==> src/dma_ctrl_defines.svh <==
// register offsets, field positions, reset values and timing constants
`ifndef DMA_CTRL_DEFINES_SVH
`define DMA_CTRL_DEFINES_SVH

`define OFS_IRQ_EN 16'h101c
`define OFS_MISSED 16'h1020
`define OFS_WDOG 16'h1024
`define OFS_AXI_CFG 16'h1028
`define OFS_AXI_ACT 16'h102c
`define OFS_TX_DESC 16'h1048
`define OFS_RX_DESC 16'h104c
`define OFS_TX_BUF 16'h1050
`define OFS_RX_BUF 16'h1054
`define OFS_IRQ_STAT 16'h1060

`define IRQ_EN_MASK 32'h0001_e7ff
`define NORMAL_SRC_MASK 32'h0000_4045
`define ABNORMAL_SRC_MASK 32'h0000_27ba
`define BIT_NORMAL_EN 16
`define BIT_ABNORMAL_EN 15
`define BIT_RX_DONE 6
`define BIT_RX_WDOG 9

`define OVF_CNT_LSB 17
`define OVF_CNT_MSB 27
`define OVF_STICKY 28
`define MISS_CNT_MSB 15
`define MISS_STICKY 16
`define LANE_OVF 2
`define LANE_MISS 0

`define WDOG_MSB 7
`define WDOG_UNIT_CYCLES 256
`define WDOG_PRESCALE_W 8

`define BIT_LOW_POWER_ACCEPT 31
`define BIT_WAKE_ONLY_PKT 30
`define WR_OSR_LSB 20
`define WR_OSR_MSB 21
`define RD_OSR_LSB 16
`define RD_OSR_MSB 17
`define OSR_RESET 2'h1
`define BIT_ALIGNED 12
`define BIT_BURST16 3
`define BIT_BURST8 2
`define BIT_BURST4 1
`define BIT_ANY_BURST 0
`define AXI_CFG_WMASK 32'hc033_000e

`define UNMAPPED_DATA 32'h0000_0000

`endif

==> src/dma_ctrl_pkg.sv <==
// types shared by the dma control register block
package dma_ctrl_pkg;

    typedef enum logic [1:0] {
        bus_idle,
        bus_answer
    } bus_state_t;

    typedef struct packed {
        logic [1:0] write_outstanding_limit;
        logic [1:0] read_outstanding_limit;
        logic burst16_allow;
        logic burst8_allow;
        logic burst4_allow;
        logic any_burst_len_flag;
        logic aligned_beats_mirror;
        logic low_power_accept;
        logic wake_only_on_wake_pkt;
    } axi_cfg_t;

    typedef struct packed {
        logic [31:0] cur_tx_desc_ptr;
        logic [31:0] cur_rx_desc_ptr;
        logic [31:0] cur_tx_buf_ptr;
        logic [31:0] cur_rx_buf_ptr;
    } dma_ptrs_t;

    typedef struct packed {
        bus_state_t bus;
        logic waitrequest;
        logic [31:0] readdata;
        logic [31:0] irq_en;
        logic [31:0] irq_stat;
        logic [10:0] ovf_count;
        logic ovf_sticky;
        logic [15:0] miss_count;
        logic miss_sticky;
        logic [7:0] rx_irq_wdog_count;
        logic [7:0] prescale;
        logic [7:0] wdog_left;
        logic wdog_run;
        axi_cfg_t cfg;
        logic read_channel_active;
        logic write_channel_active;
        dma_ptrs_t ptrs;
        logic irq;
        logic lp_grant;
        logic wake_req;
    } ctrl_state_t;

endpackage

==> src/dma_irq_axi_ctrl.sv <==
// dma interrupt enables, missed-frame counters, watchdog and axi settings
`timescale 1ns/10ps
`include "dma_ctrl_defines.svh"

// How it works
// - fatal bus error interrupt needs its bit 13 enable and abnormal enable
// - early transmit interrupt needs bit 10 enable and abnormal enable
// - receive watchdog interrupt needs bit 9 enable and abnormal enable
// - receive stopped interrupt needs bit 8 enable and abnormal enable
// - receive buffer unavailable needs bit 7 enable and abnormal enable
// - receive complete interrupt needs bit 6 enable and normal enable
// - underflow bit 5 and overflow bit 4 gated by abnormal enable
// - transmit jabber interrupt needs bit 3 enable and abnormal enable
// - transmit buffer unavailable needs bit 2 enable and normal enable
// - transmission stopped needs bit 1 enable and abnormal enable
// - transmit complete needs bit 0 enable and normal enable
// - fifo overflow count bits 27:17, sticky 28, cleared by lane 2 read
// - missed frame count bits 15:0, sticky 16, cleared by lane 0 read
// - watchdog value counts in units of 256 system clocks
// - watchdog starts after suppressed flag, expiry sets flag and stops
// - low power requests granted only while bit 31 is set
// - bit 30 picks wake on wake packet only, else any frame
// - outstanding write and read limits are field plus one, reset 1
// - burst 16, 8, 4 allowed by own enable or any-length flag
// - bit 0 reads inverse of fixed burst setting
// - bits 1 and 0 show read and write channel activity
// - four read-only dma pointers, zero after reset
// - bit 16 gates the normal sources
// - bit 15 gates the abnormal sources
module dma_irq_axi_ctrl #(
    parameter int ADDR_W = 16
) (
    input wire logic clk_sys, // system clock
    input wire logic reset, // async reset, active high
    input wire logic [ADDR_W-1:0] address, // byte address
    input wire logic read, // read request
    input wire logic write, // write request
    input wire logic [3:0] byteenable, // byte lanes
    input wire logic [31:0] writedata, // write data
    output logic [31:0] readdata, // read data
    output logic waitrequest, // stall
    input wire logic [31:0] irq_src_set, // status source set pulses
    input wire logic [31:0] irq_src_clr, // status source clear pulses
    input wire logic rx_fifo_overflow, // fifo layer overflow pulse
    input wire logic rx_frame_discarded, // frame dropped, no buffer
    input wire logic rx_frame_done, // receive transfer finished
    input wire logic rx_done_suppressed, // descriptor suppressed flag
    input wire logic fixed_burst_setting, // fixed burst from bus mode
    input wire logic aligned_beats, // aligned beats from bus mode
    input wire logic rd_busy, // axi read channel moving data
    input wire logic wr_busy, // axi write channel moving data
    input wire logic ptr_load, // dma pointer update strobe
    input wire dma_ctrl_pkg::dma_ptrs_t ptr_in, // new pointer values
    input wire logic low_power_req, // low power request from clock ctl
    input wire logic rx_any_frame, // any frame received
    input wire logic rx_wake_pkt, // magic or wake-up packet received
    output logic irq, // interrupt output
    output logic low_power_grant, // low power accepted
    output logic wake_request, // request to leave low power
    output dma_ctrl_pkg::axi_cfg_t axi_cfg // axi master settings
);

    dma_ctrl_pkg::ctrl_state_t st;
    dma_ctrl_pkg::ctrl_state_t next_st;

    function automatic logic hit(input logic [ADDR_W-1:0] a,
                                 input logic [15:0] ofs);
        hit = (a[ADDR_W-1:2] == ofs[ADDR_W-1:2]);
    endfunction

    function automatic logic [31:0] merge(input logic [31:0] old,
                                          input logic [31:0] d,
                                          input logic [3:0] be,
                                          input logic [31:0] wmask);
        logic [31:0] m;
        m = {{8{be[3]}}, {8{be[2]}}, {8{be[1]}}, {8{be[0]}}} & wmask;
        merge = (old & ~m) | (d & m);
    endfunction

    logic [31:0] irq_pending;
    logic [31:0] cfg_word;
    logic [31:0] cfg_new;

    ////////////////////////////////////////////////////////////////////////
    always_comb begin
        next_st = st;
        irq_pending = 32'h0000_0000;
        cfg_word = 32'h0000_0000;
        cfg_new = 32'h0000_0000;

        // read-only inputs mirrored
        next_st.read_channel_active = rd_busy;
        next_st.write_channel_active = wr_busy;
        next_st.cfg.any_burst_len_flag = ~fixed_burst_setting;
        next_st.cfg.aligned_beats_mirror = aligned_beats;
        if (ptr_load) begin
            next_st.ptrs = ptr_in;
        end

        // counters with sticky overflow
        if (rx_fifo_overflow) begin
            {next_st.ovf_sticky, next_st.ovf_count} =
                {st.ovf_sticky, 11'h000} |
                {1'b0, st.ovf_count} + 12'h001;
        end
        if (rx_frame_discarded) begin
            {next_st.miss_sticky, next_st.miss_count} =
                {st.miss_sticky, 16'h0000} |
                {1'b0, st.miss_count} + 17'h0_0001;
        end

        // bus slave: one answer cycle per request
        next_st.waitrequest = 1'b1;
        unique case (st.bus)
            dma_ctrl_pkg::bus_idle: begin
                if (read || write) begin
                    next_st.bus = dma_ctrl_pkg::bus_answer;
                    next_st.waitrequest = 1'b0;
                    next_st.readdata = `UNMAPPED_DATA;
                    if (read) begin
                        if (hit(address, `OFS_IRQ_EN)) begin
                            next_st.readdata = st.irq_en;
                        end else if (hit(address, `OFS_IRQ_STAT)) begin
                            next_st.readdata = st.irq_stat;
                        end else if (hit(address, `OFS_MISSED)) begin
                            next_st.readdata = {3'h0, st.ovf_sticky,
                                st.ovf_count, st.miss_sticky,
                                st.miss_count};
                            if (byteenable[`LANE_OVF] && !rx_fifo_overflow)
                            begin
                                next_st.ovf_count = 11'h000;
                                next_st.ovf_sticky = 1'b0;
                            end
                            if (byteenable[`LANE_MISS]
                                && !rx_frame_discarded) begin
                                next_st.miss_count = 16'h0000;
                                next_st.miss_sticky = 1'b0;
                            end
                        end else if (hit(address, `OFS_WDOG)) begin
                            next_st.readdata = {24'h00_0000,
                                st.rx_irq_wdog_count};
                        end else if (hit(address, `OFS_AXI_CFG)) begin
                            next_st.readdata = {st.cfg.low_power_accept,
                                st.cfg.wake_only_on_wake_pkt, 8'h00,
                                st.cfg.write_outstanding_limit, 2'h0,
                                st.cfg.read_outstanding_limit, 3'h0,
                                st.cfg.aligned_beats_mirror, 8'h00,
                                st.cfg.burst16_allow, st.cfg.burst8_allow,
                                st.cfg.burst4_allow,
                                st.cfg.any_burst_len_flag};
                        end else if (hit(address, `OFS_AXI_ACT)) begin
                            next_st.readdata = {30'h0000_0000,
                                st.read_channel_active,
                                st.write_channel_active};
                        end else if (hit(address, `OFS_TX_DESC)) begin
                            next_st.readdata = st.ptrs.cur_tx_desc_ptr;
                        end else if (hit(address, `OFS_RX_DESC)) begin
                            next_st.readdata = st.ptrs.cur_rx_desc_ptr;
                        end else if (hit(address, `OFS_TX_BUF)) begin
                            next_st.readdata = st.ptrs.cur_tx_buf_ptr;
                        end else if (hit(address, `OFS_RX_BUF)) begin
                            next_st.readdata = st.ptrs.cur_rx_buf_ptr;
                        end
                    end else begin
                        if (hit(address, `OFS_IRQ_EN)) begin
                            next_st.irq_en = merge(st.irq_en, writedata,
                                byteenable, `IRQ_EN_MASK);
                        end else if (hit(address, `OFS_WDOG)) begin
                            if (byteenable[0]) begin
                                next_st.rx_irq_wdog_count =
                                    writedata[`WDOG_MSB:0];
                            end
                        end else if (hit(address, `OFS_AXI_CFG)) begin
                            cfg_word = {st.cfg.low_power_accept,
                                st.cfg.wake_only_on_wake_pkt, 8'h00,
                                st.cfg.write_outstanding_limit, 2'h0,
                                st.cfg.read_outstanding_limit, 8'h00,
                                4'h0, st.cfg.burst16_allow,
                                st.cfg.burst8_allow, st.cfg.burst4_allow,
                                1'b0};
                            cfg_new = merge(cfg_word, writedata,
                                byteenable, `AXI_CFG_WMASK);
                            next_st.cfg.low_power_accept =
                                cfg_new[`BIT_LOW_POWER_ACCEPT];
                            next_st.cfg.wake_only_on_wake_pkt =
                                cfg_new[`BIT_WAKE_ONLY_PKT];
                            next_st.cfg.write_outstanding_limit =
                                cfg_new[`WR_OSR_MSB:`WR_OSR_LSB];
                            next_st.cfg.read_outstanding_limit =
                                cfg_new[`RD_OSR_MSB:`RD_OSR_LSB];
                            next_st.cfg.burst16_allow =
                                cfg_new[`BIT_BURST16];
                            next_st.cfg.burst8_allow = cfg_new[`BIT_BURST8];
                            next_st.cfg.burst4_allow = cfg_new[`BIT_BURST4];
                        end else if (hit(address, `OFS_IRQ_STAT)) begin
                            // write one to clear, new events still win
                            next_st.irq_stat = st.irq_stat
                                & ~merge(32'h0000_0000, writedata,
                                byteenable, `IRQ_EN_MASK);
                        end
                    end
                end
            end
            dma_ctrl_pkg::bus_answer: begin
                next_st.bus = dma_ctrl_pkg::bus_idle;
            end
            default: begin
                next_st.bus = dma_ctrl_pkg::bus_idle;
            end
        endcase

        // status sources after the bus: hardware sets beat any clear
        next_st.irq_stat = (next_st.irq_stat & ~irq_src_clr) | irq_src_set;

        // watchdog prescaler and timer
        if (st.wdog_run) begin
            next_st.prescale = st.prescale + 8'h01;
            if (st.prescale == 8'(`WDOG_UNIT_CYCLES - 1)) begin
                if (st.wdog_left == 8'h00) begin
                    next_st.irq_stat[`BIT_RX_DONE] = 1'b1;
                    next_st.wdog_run = 1'b0;
                end else begin
                    next_st.wdog_left = st.wdog_left - 8'h01;
                end
            end
        end
        if (rx_frame_done && rx_done_suppressed) begin
            next_st.wdog_run = 1'b1;
            next_st.prescale = 8'h00;
            next_st.wdog_left = st.rx_irq_wdog_count - 8'h01;
        end
        if (rx_frame_done && !rx_done_suppressed) begin
            next_st.wdog_run = 1'b0;
            next_st.irq_stat[`BIT_RX_DONE] = 1'b1;
        end
        if ((rx_frame_done && rx_done_suppressed)
            && st.rx_irq_wdog_count == 8'h00) begin
            next_st.wdog_run = 1'b0;
            next_st.irq_stat[`BIT_RX_DONE] = 1'b1;
        end

        // source gating by individual and summary enables
        irq_pending = st.irq_stat & st.irq_en
            & ((`NORMAL_SRC_MASK & {32{st.irq_en[`BIT_NORMAL_EN]}})
            | (`ABNORMAL_SRC_MASK
            & {32{st.irq_en[`BIT_ABNORMAL_EN]}}));
        next_st.irq = |irq_pending;

        next_st.lp_grant = low_power_req
            && st.cfg.low_power_accept;
        next_st.wake_req = st.cfg.wake_only_on_wake_pkt
            ? rx_wake_pkt : rx_any_frame;
    end

    ////////////////////////////////////////////////////////////////////////
    always_ff @(posedge clk_sys or posedge reset) begin
        if (reset) begin
            st <= '0;
            st.waitrequest <= 1'b1;
            st.cfg.write_outstanding_limit <= `OSR_RESET;
            st.cfg.read_outstanding_limit <= `OSR_RESET;
            st.cfg.any_burst_len_flag <= 1'b1;
        end else begin
            st <= next_st;
        end
    end

    ////////////////////////////////////////////////////////////////////////
    assign readdata = st.readdata;
    assign waitrequest = st.waitrequest;
    assign irq = st.irq;
    assign low_power_grant = st.lp_grant;
    assign wake_request = st.wake_req;
    assign axi_cfg = st.cfg;

endmodule // dma_irq_axi_ctrl

==> config.mk <==
export PLATFORM = sky130hd
export DESIGN_NAME = dma_irq_axi_ctrl
export DESIGN_NICKNAME = d
export VERILOG_FILES = /design/src/dma_ctrl_pkg.sv /design/src/dma_irq_axi_ctrl.sv
export VERILOG_INCLUDE_DIRS = /design/src /design/src/src
export SDC_FILE = /design/constraint.sdc
export NUM_CORES = 1
export LEC_CHECK = 0
export ABC_AREA = 1
export BUFFER_PORTS_ARGS = -buffer_cell sky130_fd_sc_hd__buf_2
export CAP_MARGIN = 0
export CORE_ASPECT_RATIO = 1.1
export CORE_MARGIN = 3
export CORE_UTILIZATION = 35
export CTS_CLUSTER_DIAMETER = 60
export DETAILED_ROUTE_END_ITERATION = 8
export PLACE_DENSITY_LB_ADDON = 0.15
export SLEW_MARGIN = 30
export SYNTH_ARGS = -nofsm -noshare
export SYNTH_HDL_FRONTEND = slang
export SYNTH_SLANG_ARGS = --single-unit
==> constraint.sdc <==
create_clock -name clk_sys -period 27.7 [get_ports clk_sys]
set_clock_uncertainty 0.2 [all_clocks]
set_input_delay 5.54 -clock clk_sys [delete_from_list [all_inputs] [get_ports clk_sys]]
set_output_delay 5.54 -clock clk_sys [all_outputs]
set_load 0.02 [all_outputs]
==> results of run 1 <==
[cell families after synthesis]
kind of cell | after synthesis | synth area share
AOI/OAI and AO/OA | 321 | 0.1290
xor gates and xnor gates | 26 | 0.01638
adders and majority gates | 5 | 0.004501
buffers and inverters | 358 | 0.1132
DFF | 279 | 0.5027
muxes | 75 | 0.06005
and+or+nand+nor | 557 | 0.1742
[per-layer routing]
layer / GRT usage / vias to the layer above
met3: 0.05184 / 81
met2: 0.3531 / 310
met5: 0 / -
met4: 0.06632 / 24
met1: 0.2691 / 5494
li1: - / 5661
[cells in the mapped netlist, drive strengths merged]
cell type | number | area share
o21bai | 20 | 0.011
a31o | 2 | 0.0013
mux2 | 67 | 0.054
dfstp | 4 | 0.0076
o221ai | 3 | 0.0019
buf | 67 | 0.034
a31oi | 4 | 0.0018
o2111ai | 3 | 0.0019
nand4 | 15 | 0.0068
a211oi | 1 | 0.00054
a221oi | 1 | 0.00063
nor4 | 1 | 0.00045
clkbuf | 34 | 0.0092
nor2 | 138 | 0.042
and3 | 1 | 0.00045
dfrtp | 275 | 0.50
o221a | 1 | 0.00081
xor2 | 20 | 0.013
nand2 | 308 | 0.084
a21oi | 41 | 0.015
a2111oi | 1 | 0.00063
nor3 | 29 | 0.013
mux2i | 8 | 0.0058
o22ai | 18 | 0.0081
nand3b | 4 | 0.0022
o211ai | 11 | 0.0059
inv | 255 | 0.069
o21ai | 201 | 0.072
ha | 5 | 0.0045
xnor2 | 6 | 0.0038
nor3b | 4 | 0.0022
o31ai | 14 | 0.0076
nand3 | 57 | 0.023
clkinv | 2 | 0.00063
[power groups by stage]
stage / Combinational [W] / Sequential, W / Clock [W]
after floorplan: 0.0000675 / 0.000467 / 0
after global placement: 0.000102 / 0.000471 / 0
after detailed placement: 0.000105 / 0.000473 / 0
after CTS: 0.000105 / 0.000466 / 0.000494
after global routing: 0.000119 / 0.000470 / 0.000510
final: 0.000104 / 0.000466 / 0.000481
[final cells by class]
class | instances | area share
sequential | 279 | 0.4177
multi-input combinational | 984 | 0.3201
timing repair buffer | 300 | 0.09179
clock buffer | 57 | 0.06598
inverter | 257 | 0.05850
tap | 500 | 0.03741
clock inverter | 12 | 0.007406
antenna | 7 | 0.001047
[cell usage in the layout, fill, tap and decap left out, types with 15 or more instances in the layout]
cell	n
nand2_1	303
buf_2	291
dfrtp_1	275
inv_1	244
o21ai_0	173
nor2_1	121
mux2_2	67
nand3_1	53
a21oi_1	41
clkbuf_16	39
o21ai_1	28
nor3_1	24
xor2_1	20
o21bai_1	20
o22ai_1	18
nand4_1	15
[worst max-delay path, delay by kind of cell]
family        cells  cell delay, ns
simple gates      4            1.45
buf+inv           7            0.98
[worst max-delay path by stage]
stage | start | endpoint | slack (ns) | depth (start not counted)
2_1_floorplan | reset | axi_cfg[0]$_DFFE_PP0P_ | 14.27 | 1
3_3_place_gp | read | st[183]$_DFF_PP0_ | 19.06 | 11
3_5_place_dp | read | st[183]$_DFF_PP0_ | 19.45 | 11
4_1_cts | read | st[183]$_DFF_PP0_ | 20.02 | 11
5_1_grt | address[12] | st[183]$_DFF_PP0_ | 19.72 | 14
6_report | read | st[183]$_DFF_PP0_ | 19.95 | 11
[state kept, by name, indices dropped and copies added (netlist names)]
| register | flops |
|---|---|
| axi_cfg | 11 |
| irq | 1 |
| low_power_grant | 1 |
| readdata | 32 |
| st | 232 |
| waitrequest | 1 |
| wake_request | 1 |
[per-stage QoR]
stage | hold slack [ns] | std cells
after CTS | 0.2804 | 2389
after global routing | 0.3007 | 2391
after global placement | 0.2587 | 2320
after detailed placement | 0.2606 | 2320
final | 0.2742 | 2396
after floorplan | 0.2498 | 1621
==> results.toml, run 1 <==
[status]
status = "finished clean"

[routing]
wirelength_met1_um = 18790
via_count = 11570
drt-vias-per-instance = 4.829
wl_met3_um = 2915
drt_iter0_drc = 559
top_layer = "met5"
wl_per_cell_um = 18.65
wl_met2_um = 21660
drc_errors = 0
wl_um = 44680
dr.pass1.iters = 7
postRouteAntennaNets = 0

[synthesis]
synthesis.area_um2 = 13900
avgSynthCellArea_um2 = 8.574
synthesis.nets = 1886
yosysUniqueCellTypes = 48
ys_warn_count = 0
synthCells = 1621
synth_seq_cells = 279
yosysSeqAreaShare = 0.5027

[flow_run]
max_cap_viol_count = 0

[clock_tree]
cts_root_buf = "clkbuf_16"
ctsResizeCount = 0
cts.htree.levels = 2
post_cts_buffers = 0
numCtsBuffers = 38
clock_latency_ns = 0.55
clockBufferDepth = 3
clkTransAtPathRegs_ns = 0.06
cts_hold_buf = 0
clock_sinks = 279
cts_tree = "yes"

[critical_path]
r2r-end = "st[183]$_DFF_PP0_"
crit_path_top_delay_cell = "nor3_2"
critPathRequiredTime_ns = 27.94
cp-end-kind = "flop"
worst_path_largest_cell_delay_ns = 0.65
crit_type = "primary input to flop"
critPathArrivalTime_ns = 7.98
ff2ff_path_depth = 9
crit_top_cell = "inv_1"
reg2reg_from = "st[295]$_DFFE_PP0P_"
path_cells = "buf_2 > inv_1 > nor2_2 > inv_1 > nor2_2 > buf_4 > inv_2 > nor3_2 > inv_1 > nand2_1 > inv_1"
r2r_slack_ns = 24.68
cp-start-kind = "primary input"
crit_fanout = 16

[timing]
rsz0062_at_grt = "no"
post-route-min-period_ns = 7.748
max_freq_mhz = 129.1
fin_crit_sh = 0.2797
finalHoldViolCount = 0
relSlewSlack = 0.4256
worst_pin_slew_ns = 0.8551
setup_viol_count_final = 0
tns_ns = 0
slew_viol_final = 0
layout_setup_ws_ns = 19.95

[grt]
grt-ovfl-total = 0
track_usage = 0.2108
grt_max_degree = 134
grt_pass1_vias = 11750
grt_pass1_wl_um = 68310
grt_antenna_before_repair = 18

[placed_design]
dpl_cell_area_um2 = 15470
pre_cts_slack_ns = 19.45
io_buffers = 292
place_hpwl_um = 33130
place.gp.congestion = 0.8556

[layout]
fin_area_um2 = 16720
utilization = 0.4326
final_nets = 2125
drive_above_1_share = 0.2509
n_fill_cell = 3966
syn2layout_area_growth_pct = 20.34
multi_input_area_um2 = 5354
seqCellArea_um2 = 6987

[power]
pwr-share-comb = 0.099
cellPowerDensity_nw_per_um2 = 62.80
switchingPower_w = 0.0002681
ir_worst_vdd_mv = 0.03968
clkPwrFrac = 0.458
p_leak_nw = 8.611
totalPowerFinal_w = 0.001050
intPower_w = 0.0007822
sw_frac_of_total = 0.2553
p_seq_frac = 0.444

[floorplan]
core_area_um2 = 38660
start_util = 0.3595
die_w_um = 196
rows = 75
ios = 307
die_area_um2 = 42140
die-height_um = 215

[worst_hold_path]
min_path_type = "flop to flop"
min_from = "readdata[17]$_DFFE_PP0P_"
whs_path_depth = 2
min_to = "readdata[17]$_DFFE_PP0P_"
Power figures use the tool's default switching activity.
==> run 2: changes to the inputs <==
==> constraint.sdc (replaced) <==
create_clock -name clk_sys -period 6.95 [get_ports clk_sys]
set_clock_uncertainty 0.2 [all_clocks]
set_input_delay 1.39 -clock clk_sys [delete_from_list [all_inputs] [get_ports clk_sys]]
set_output_delay 1.39 -clock clk_sys [all_outputs]
set_load 0.02 [all_outputs]
==> run 2 against run 1 <==
Cell count is 0.17% lower. Design area about the same. Combinational power grew to 4.0 times the previous value. Hold slack got worse by 0.0013 ns. Largest cell class unchanged. Global-route usage is essentially flat. Die area did not move.
==> results.toml, run 2 (synthesis gave the netlist of run 1 again) <==
[critical_path]
reg2reg_from = "st[295]$_DFFE_PP0P_"
cp.buffers_inverters = 3
crit_family = "simple AND/OR/NAND/NOR gates"
cp.depth = 14
crit_type = "primary input to flop"
r2r-end = "st[183]$_DFF_PP0_"
startpoint = "address[6]"
cp-start-kind = "primary input"
crit_path_top_delay_cell = "nand2_1"
ff2ff_path_depth = 9
cp-end-kind = "flop"
crit_fanout = 23
path_cells = "buf_2 > inv_1 > nor2_1 > nand2_1 > nor2_2 > nand2_1 > buf_4 > o21ai_0 > o21ai_0 > nand3_1 > nand2_1 > nand2_1 > nand2_1 > nand2_1"
cp-endpoint = "readdata[6]$_DFFE_PP0P_"
worst_path_largest_cell_delay_ns = 0.45
crit_top_cell = "nand2_1"
r2r_slack_ns = 4.05
critPathRequiredTime_ns = 7.19
critPathArrivalTime_ns = 3.76

[layout]
n_fill_cell = 3909
fin_cells = 2392
final_nets = 2126
regMostFlops = "st"
largest_reg_flops = 232
utilization = 0.4324
mostFrequentLayoutCell = "nand2_1"
layout_common_cells = "nand2_1, buf_2, dfrtp_1, inv_1, o21ai_0"
syn2layout_area_growth_pct = 20.27
drive_above_1_share = 0.2540

[floorplan]
start_util = 0.3595
die_area_um2 = 42140
core_area_um2 = 38660
die-height_um = 215
rows = 75
die_w_um = 196
ios = 307

[power]
intPower_w = 0.003060
ir_worst_vdd_mv = 0.1825
pwr-share-comb = 0.099
totalPowerFinal_w = 0.004163
p_leak_nw = 8.600
switchingPower_w = 0.001103
sw_frac_of_total = 0.2649
p_seq_frac = 0.446
clkPwrFrac = 0.454
cellPowerDensity_nw_per_um2 = 249.1

[routing]
drt-vias-per-instance = 4.840
via_count = 11580
dr.pass1.iters = 4
postRouteAntennaNets = 0
drc_errors = 0
wl_um = 44600
wl_per_cell_um = 18.64
drt_iter0_drc = 665

[timing]
slew_viol_final = 0
post-route-min-period_ns = 3.521
worst_pin_slew_ns = 0.8880
fin_worst_hold_slack_ns = 0.2729
setup_viol_count_final = 0
relSlewSlack = 0.4080
finalHoldViolCount = 0
max_freq_mhz = 284.0
fin_crit_sh = 0.5066
tns_ns = 0
rsz0062_at_grt = "no"

[placed_design]
io_buffers = 292
place_hpwl_um = 33100
place.gp.congestion = 0.8521
dp.cells = 2321

[flow_run]
max_cap_viol_count = 0

[grt]
grt_antenna_before_repair = 12
grt-ovfl-total = 0
grt_pass1_vias = 11850
grt_pass1_wl_um = 68160
grt_max_degree = 150
track_usage = 0.2109

[clock_tree]
clkTransAtPathRegs_ns = 0.06
clockBufferDepth = 3
cts_root_buf = "clkbuf_16"
post_cts_buffers = 0
cts_tree = "yes"
clock_latency_ns = 0.54
numCtsBuffers = 38
cts.htree.levels = 2
ctsResizeCount = 0
clock_sinks = 279
cts_hold_buf = 0

[status]
status = "finished clean"

[worst_hold_path]
min_path_type = "flop to flop"
run 2: cell count changes in the layout (fill, tap and decap cells not counted), sizes merged:
cell / change
clkbuf: -6
inv: +6
diode: -5
bufinv: -1
clkinv: +1
clkinvlp: +1
run 2: final cells by class:
class	instances	area, um2	share of cell area
Multi-Input combinational cell	984	5349	0.3200
Antenna cell	2	5.005	0.0002994
Timing Repair Buffer	301	1563	0.09349
Clock buffer	50	1046	0.06257
Sequential cell	279	6987	0.4180
Inverter	257	969.7	0.05801
Clock inverter	19	171.4	0.01025
Tap cell	500	625.6	0.03743
run 2: metal layers:
layer  wire length (um)  part of all wire  vias up  GRT usage
li1                   -                 -     5660          -
met1              18900              0.42     5494     0.2683
met2              20710              0.46      302     0.3403
met3               2834             0.064      101    0.05278
met4               2040             0.046       20    0.09389
met5                117            0.0026        -          0
run 2: worst min-delay path by stage:
stage	start	to	slack, ns	depth (start not counted)
3_5_place_dp	readdata[17]$_DFFE_PP0P_	readdata[17]$_DFFE_PP0P_	0.26	2
2_1_floorplan	st[295]$_DFFE_PP0P_	st[295]$_DFFE_PP0P_	0.25	1
6_report	readdata[4]$_DFFE_PP0P_	readdata[4]$_DFFE_PP0P_	0.27	2
4_1_cts	readdata[17]$_DFFE_PP0P_	readdata[17]$_DFFE_PP0P_	0.28	2
5_1_grt	readdata[17]$_DFFE_PP0P_	readdata[17]$_DFFE_PP0P_	0.29	2
3_3_place_gp	readdata[3]$_DFFE_PP0P_	readdata[3]$_DFFE_PP0P_	0.26	2
run 2: power by group through the flow:
| stage | Sequential (W) | Combinational (W) | Clock [W] |
|---|---|---|---|
| 2_1_floorplan | 0.00186 | 0.000269 | 0 |
| 3_3_place_gp | 0.00188 | 0.000408 | 0 |
| 3_5_place_dp | 0.00188 | 0.000419 | 0 |
| 4_1_cts | 0.00186 | 0.000421 | 0.00195 |
| 5_1_grt | 0.00188 | 0.000476 | 0.00201 |
| 6_report | 0.00186 | 0.000414 | 0.00189 |
run 2: stage by stage:
step                      cell area [um2]  worst slack (ns)
after detailed placement            15490             2.836
final                               16720             3.429
after CTS                           16700             3.425
after global routing                16710             3.188
after global placement              15480             2.526
after floorplan                     13900             1.670
run 2: worst register-to-register path, delay by kind of cell, from the launching register on:
family / cells / cell delay [ns]
flops: 1 / 0.40
simple gates: 4 / 1.39
buf+inv: 5 / 0.80
==> run 3: changes to the inputs <==
==> constraint.sdc (replaced) <==
create_clock -name clk_sys -period 3.3 [get_ports clk_sys]
set_clock_uncertainty 0.2 [all_clocks]
set_input_delay 0.66 -clock clk_sys [delete_from_list [all_inputs] [get_ports clk_sys]]
set_output_delay 0.66 -clock clk_sys [all_outputs]
set_load 0.02 [all_outputs]
==> run 3 against run 2 <==
Die area is the same. Largest power group unchanged. Worst setup slack got worse by 2.6 ns. Sequential share of layout area decreased by 0.73 points. Non-clock buffer count grew 37. Largest cell class unchanged. Global-route usage rose by 0.22 points. Design area rose by 1.8%. Via count is 1.4% higher. Power up 110%. Count of clock-buffer cells in the layout up 3. Sequential power up 110%. Hold slack lost 0.24 ns. Register-to-register slack worse by 3.2 ns.
==> results.toml, run 3 (synthesis gave the netlist of run 1 again) <==
[status]
status = "finished clean"

[routing]
wl_per_cell_um = 18.48
wl_um = 44840
postRouteAntennaNets = 0
dr.pass1.iters = 5
drc_errors = 0
drt-vias-per-instance = 4.836
drt_iter0_drc = 587
via_count = 11740

[timing]
setup_viol_count_final = 0
fin_crit_sh = 0.7359
max_freq_mhz = 411.8
tns_ns = 0
rsz0062_at_grt = "no"
post-route-min-period_ns = 2.428
worst_pin_slew_ns = 0.7736
relSlewSlack = 0.4843
slew_viol_final = 0
finalHoldViolCount = 0

[clock_tree]
cts_tree = "yes"
cts.htree.levels = 2
clkTransAtPathRegs_ns = 0.05
clock_latency_ns = 0.53
numCtsBuffers = 36
cts_root_buf = "clkbuf_16"
clock_sinks = 279
ctsResizeCount = 0
clockBufferDepth = 3

[grt]
track_usage = 0.2131
met3_usage = 0.05951
grt_pass1_wl_um = 69310
met2_usage = 0.3476
busiest_layer = "met2"
grt_max_degree = 125
grt-ovfl-total = 0
grt_pass1_vias = 12050
grt_antenna_before_repair = 18
met1_usage = 0.2666

[critical_path]
r2r-end = "st[146]$_DFFE_PP0P_"
cp-end-kind = "flop"
worst_path_largest_cell_delay_ns = 0.60
crit_path_top_delay_cell = "o21ai_1"
reg2reg_from = "st[153]$_DFFE_PP0P_"
critPathArrivalTime_ns = 2.62
crit_fanout = 11
crit_type = "flop to flop"
critPathRequiredTime_ns = 3.49
crit_top_cell = "nand2_1"
cp-start-kind = "flop"
path_cells = "ha_1 > nand3_1 > nor4_1 > nand2_1 > o21ai_1 > inv_1 > nand2_1 > o221ai_1"
r2r_slack_ns = 0.87
ff2ff_path_depth = 8

[power]
p_leak_nw = 8.759
ir_worst_vdd_mv = 0.3037
cellPowerDensity_nw_per_um2 = 514.2
totalPowerFinal_w = 0.008748

[floorplan]
core_area_um2 = 38660
start_util = 0.3595
die-height_um = 215
ios = 307
rows = 75
die_area_um2 = 42140
die_w_um = 196

[layout]
n_fill_cell = 3917
utilization = 0.4401
mostFrequentLayoutCell = "nand2_1"
final_nets = 2161
seqCellArea_um2 = 6987
regMostFlops = "st"
syn2layout_area_growth_pct = 22.42
multi_input_area_um2 = 5341
drive_above_1_share = 0.2629
layout_common_cells = "nand2_1, buf_2, dfrtp_1, inv_1, o21ai_0"
largest_reg_flops = 232

[worst_hold_path]
min_from = "rd_busy"
whs_path_depth = 1
min_to = "st[132]$_DFF_PP0_"
min_path_type = "primary input to flop"

[placed_design]
place_hpwl_um = 33980
place.gp.congestion = 0.8641
io_buffers = 292

[flow_run]
max_cap_viol_count = 0
[run 3: cell types whose count changed in the layout (fill, tap and decap cells not counted), sizes merged]
cell         delta
buf            +36
clkbuf          +2
bufinv          +2
clkinv          -6
clkinvlp        +2
diode           +4
inv             -7
dlygate4sd3     +2
[run 3: worst max-delay path by stage]
stage	start	to	cells past startpoint
5_1_grt	st[153]$_DFFE_PP0P_	st[146]$_DFFE_PP0P_	8
3_5_place_dp	address[15]	readdata[29]$_DFFE_PP0P_	12
3_3_place_gp	address[9]	readdata[4]$_DFFE_PP0P_	13
2_1_floorplan	reset	axi_cfg[0]$_DFFE_PP0P_	1
6_report	st[153]$_DFFE_PP0P_	st[146]$_DFFE_PP0P_	8
4_1_cts	st[153]$_DFFE_PP0P_	st[146]$_DFFE_PP0P_	8
[run 3: metal layers]
metal	up-vias	share of wire	wire (um)
met5	-	0.0034	152
met4	24	0.041	1830
met3	94	0.068	3054
met2	331	0.47	21040
met1	5545	0.42	18760
li1	5744	-	-
[run 3: worst max-delay path, delay by kind of cell, from the launching register on]
kind | cells | cell delay (ns)
DFF | 1 | 0.39
buffers and inverters | 1 | 0.13
and+or+nand+nor | 4 | 0.66
AOI/OAI and AO/OA | 2 | 0.70
adders and majority gates | 1 | 0.21
[run 3: final cells by class]
type	count	share of cell area
inverter	257	0.05699
clock inverter	10	0.008016
tap	500	0.03677
multi-input combinational	984	0.3139
sequential	279	0.4106
timing repair buffer	338	0.1113
antenna	6	0.0008825
clock buffer	53	0.06148
[run 3: per-stage QoR]
step	hold WS, ns	worst slack, ns	cell area (um2)	cells
5_1_grt	0.01929	0.6027	17010	2424
4_1_cts	0.002672	0.8685	17000	2421
3_3_place_gp	0.2600	0.3517	15800	2356
2_1_floorplan	0.2498	-1.250	13900	1621
6_report	0.03586	0.8717	17010	2427
3_5_place_dp	0.2641	0.3509	15800	2356
[run 3: report_power, final]
| part | switching [W] | internal [W] | total [W] |
|---|---|---|---|
| logic | 0.000503 | 0.000387 | 0.000890 |
| registers | 0.000192 | 0.00372 | 0.00391 |
| clock network | 0.00152 | 0.00243 | 0.00395 |
[run 3: repair_timing]
action                                 4_1_cts  5_1_grt
setup buffers                                0        0
endpoints found under the hold margin        5        0
hold buffers                                 2        0
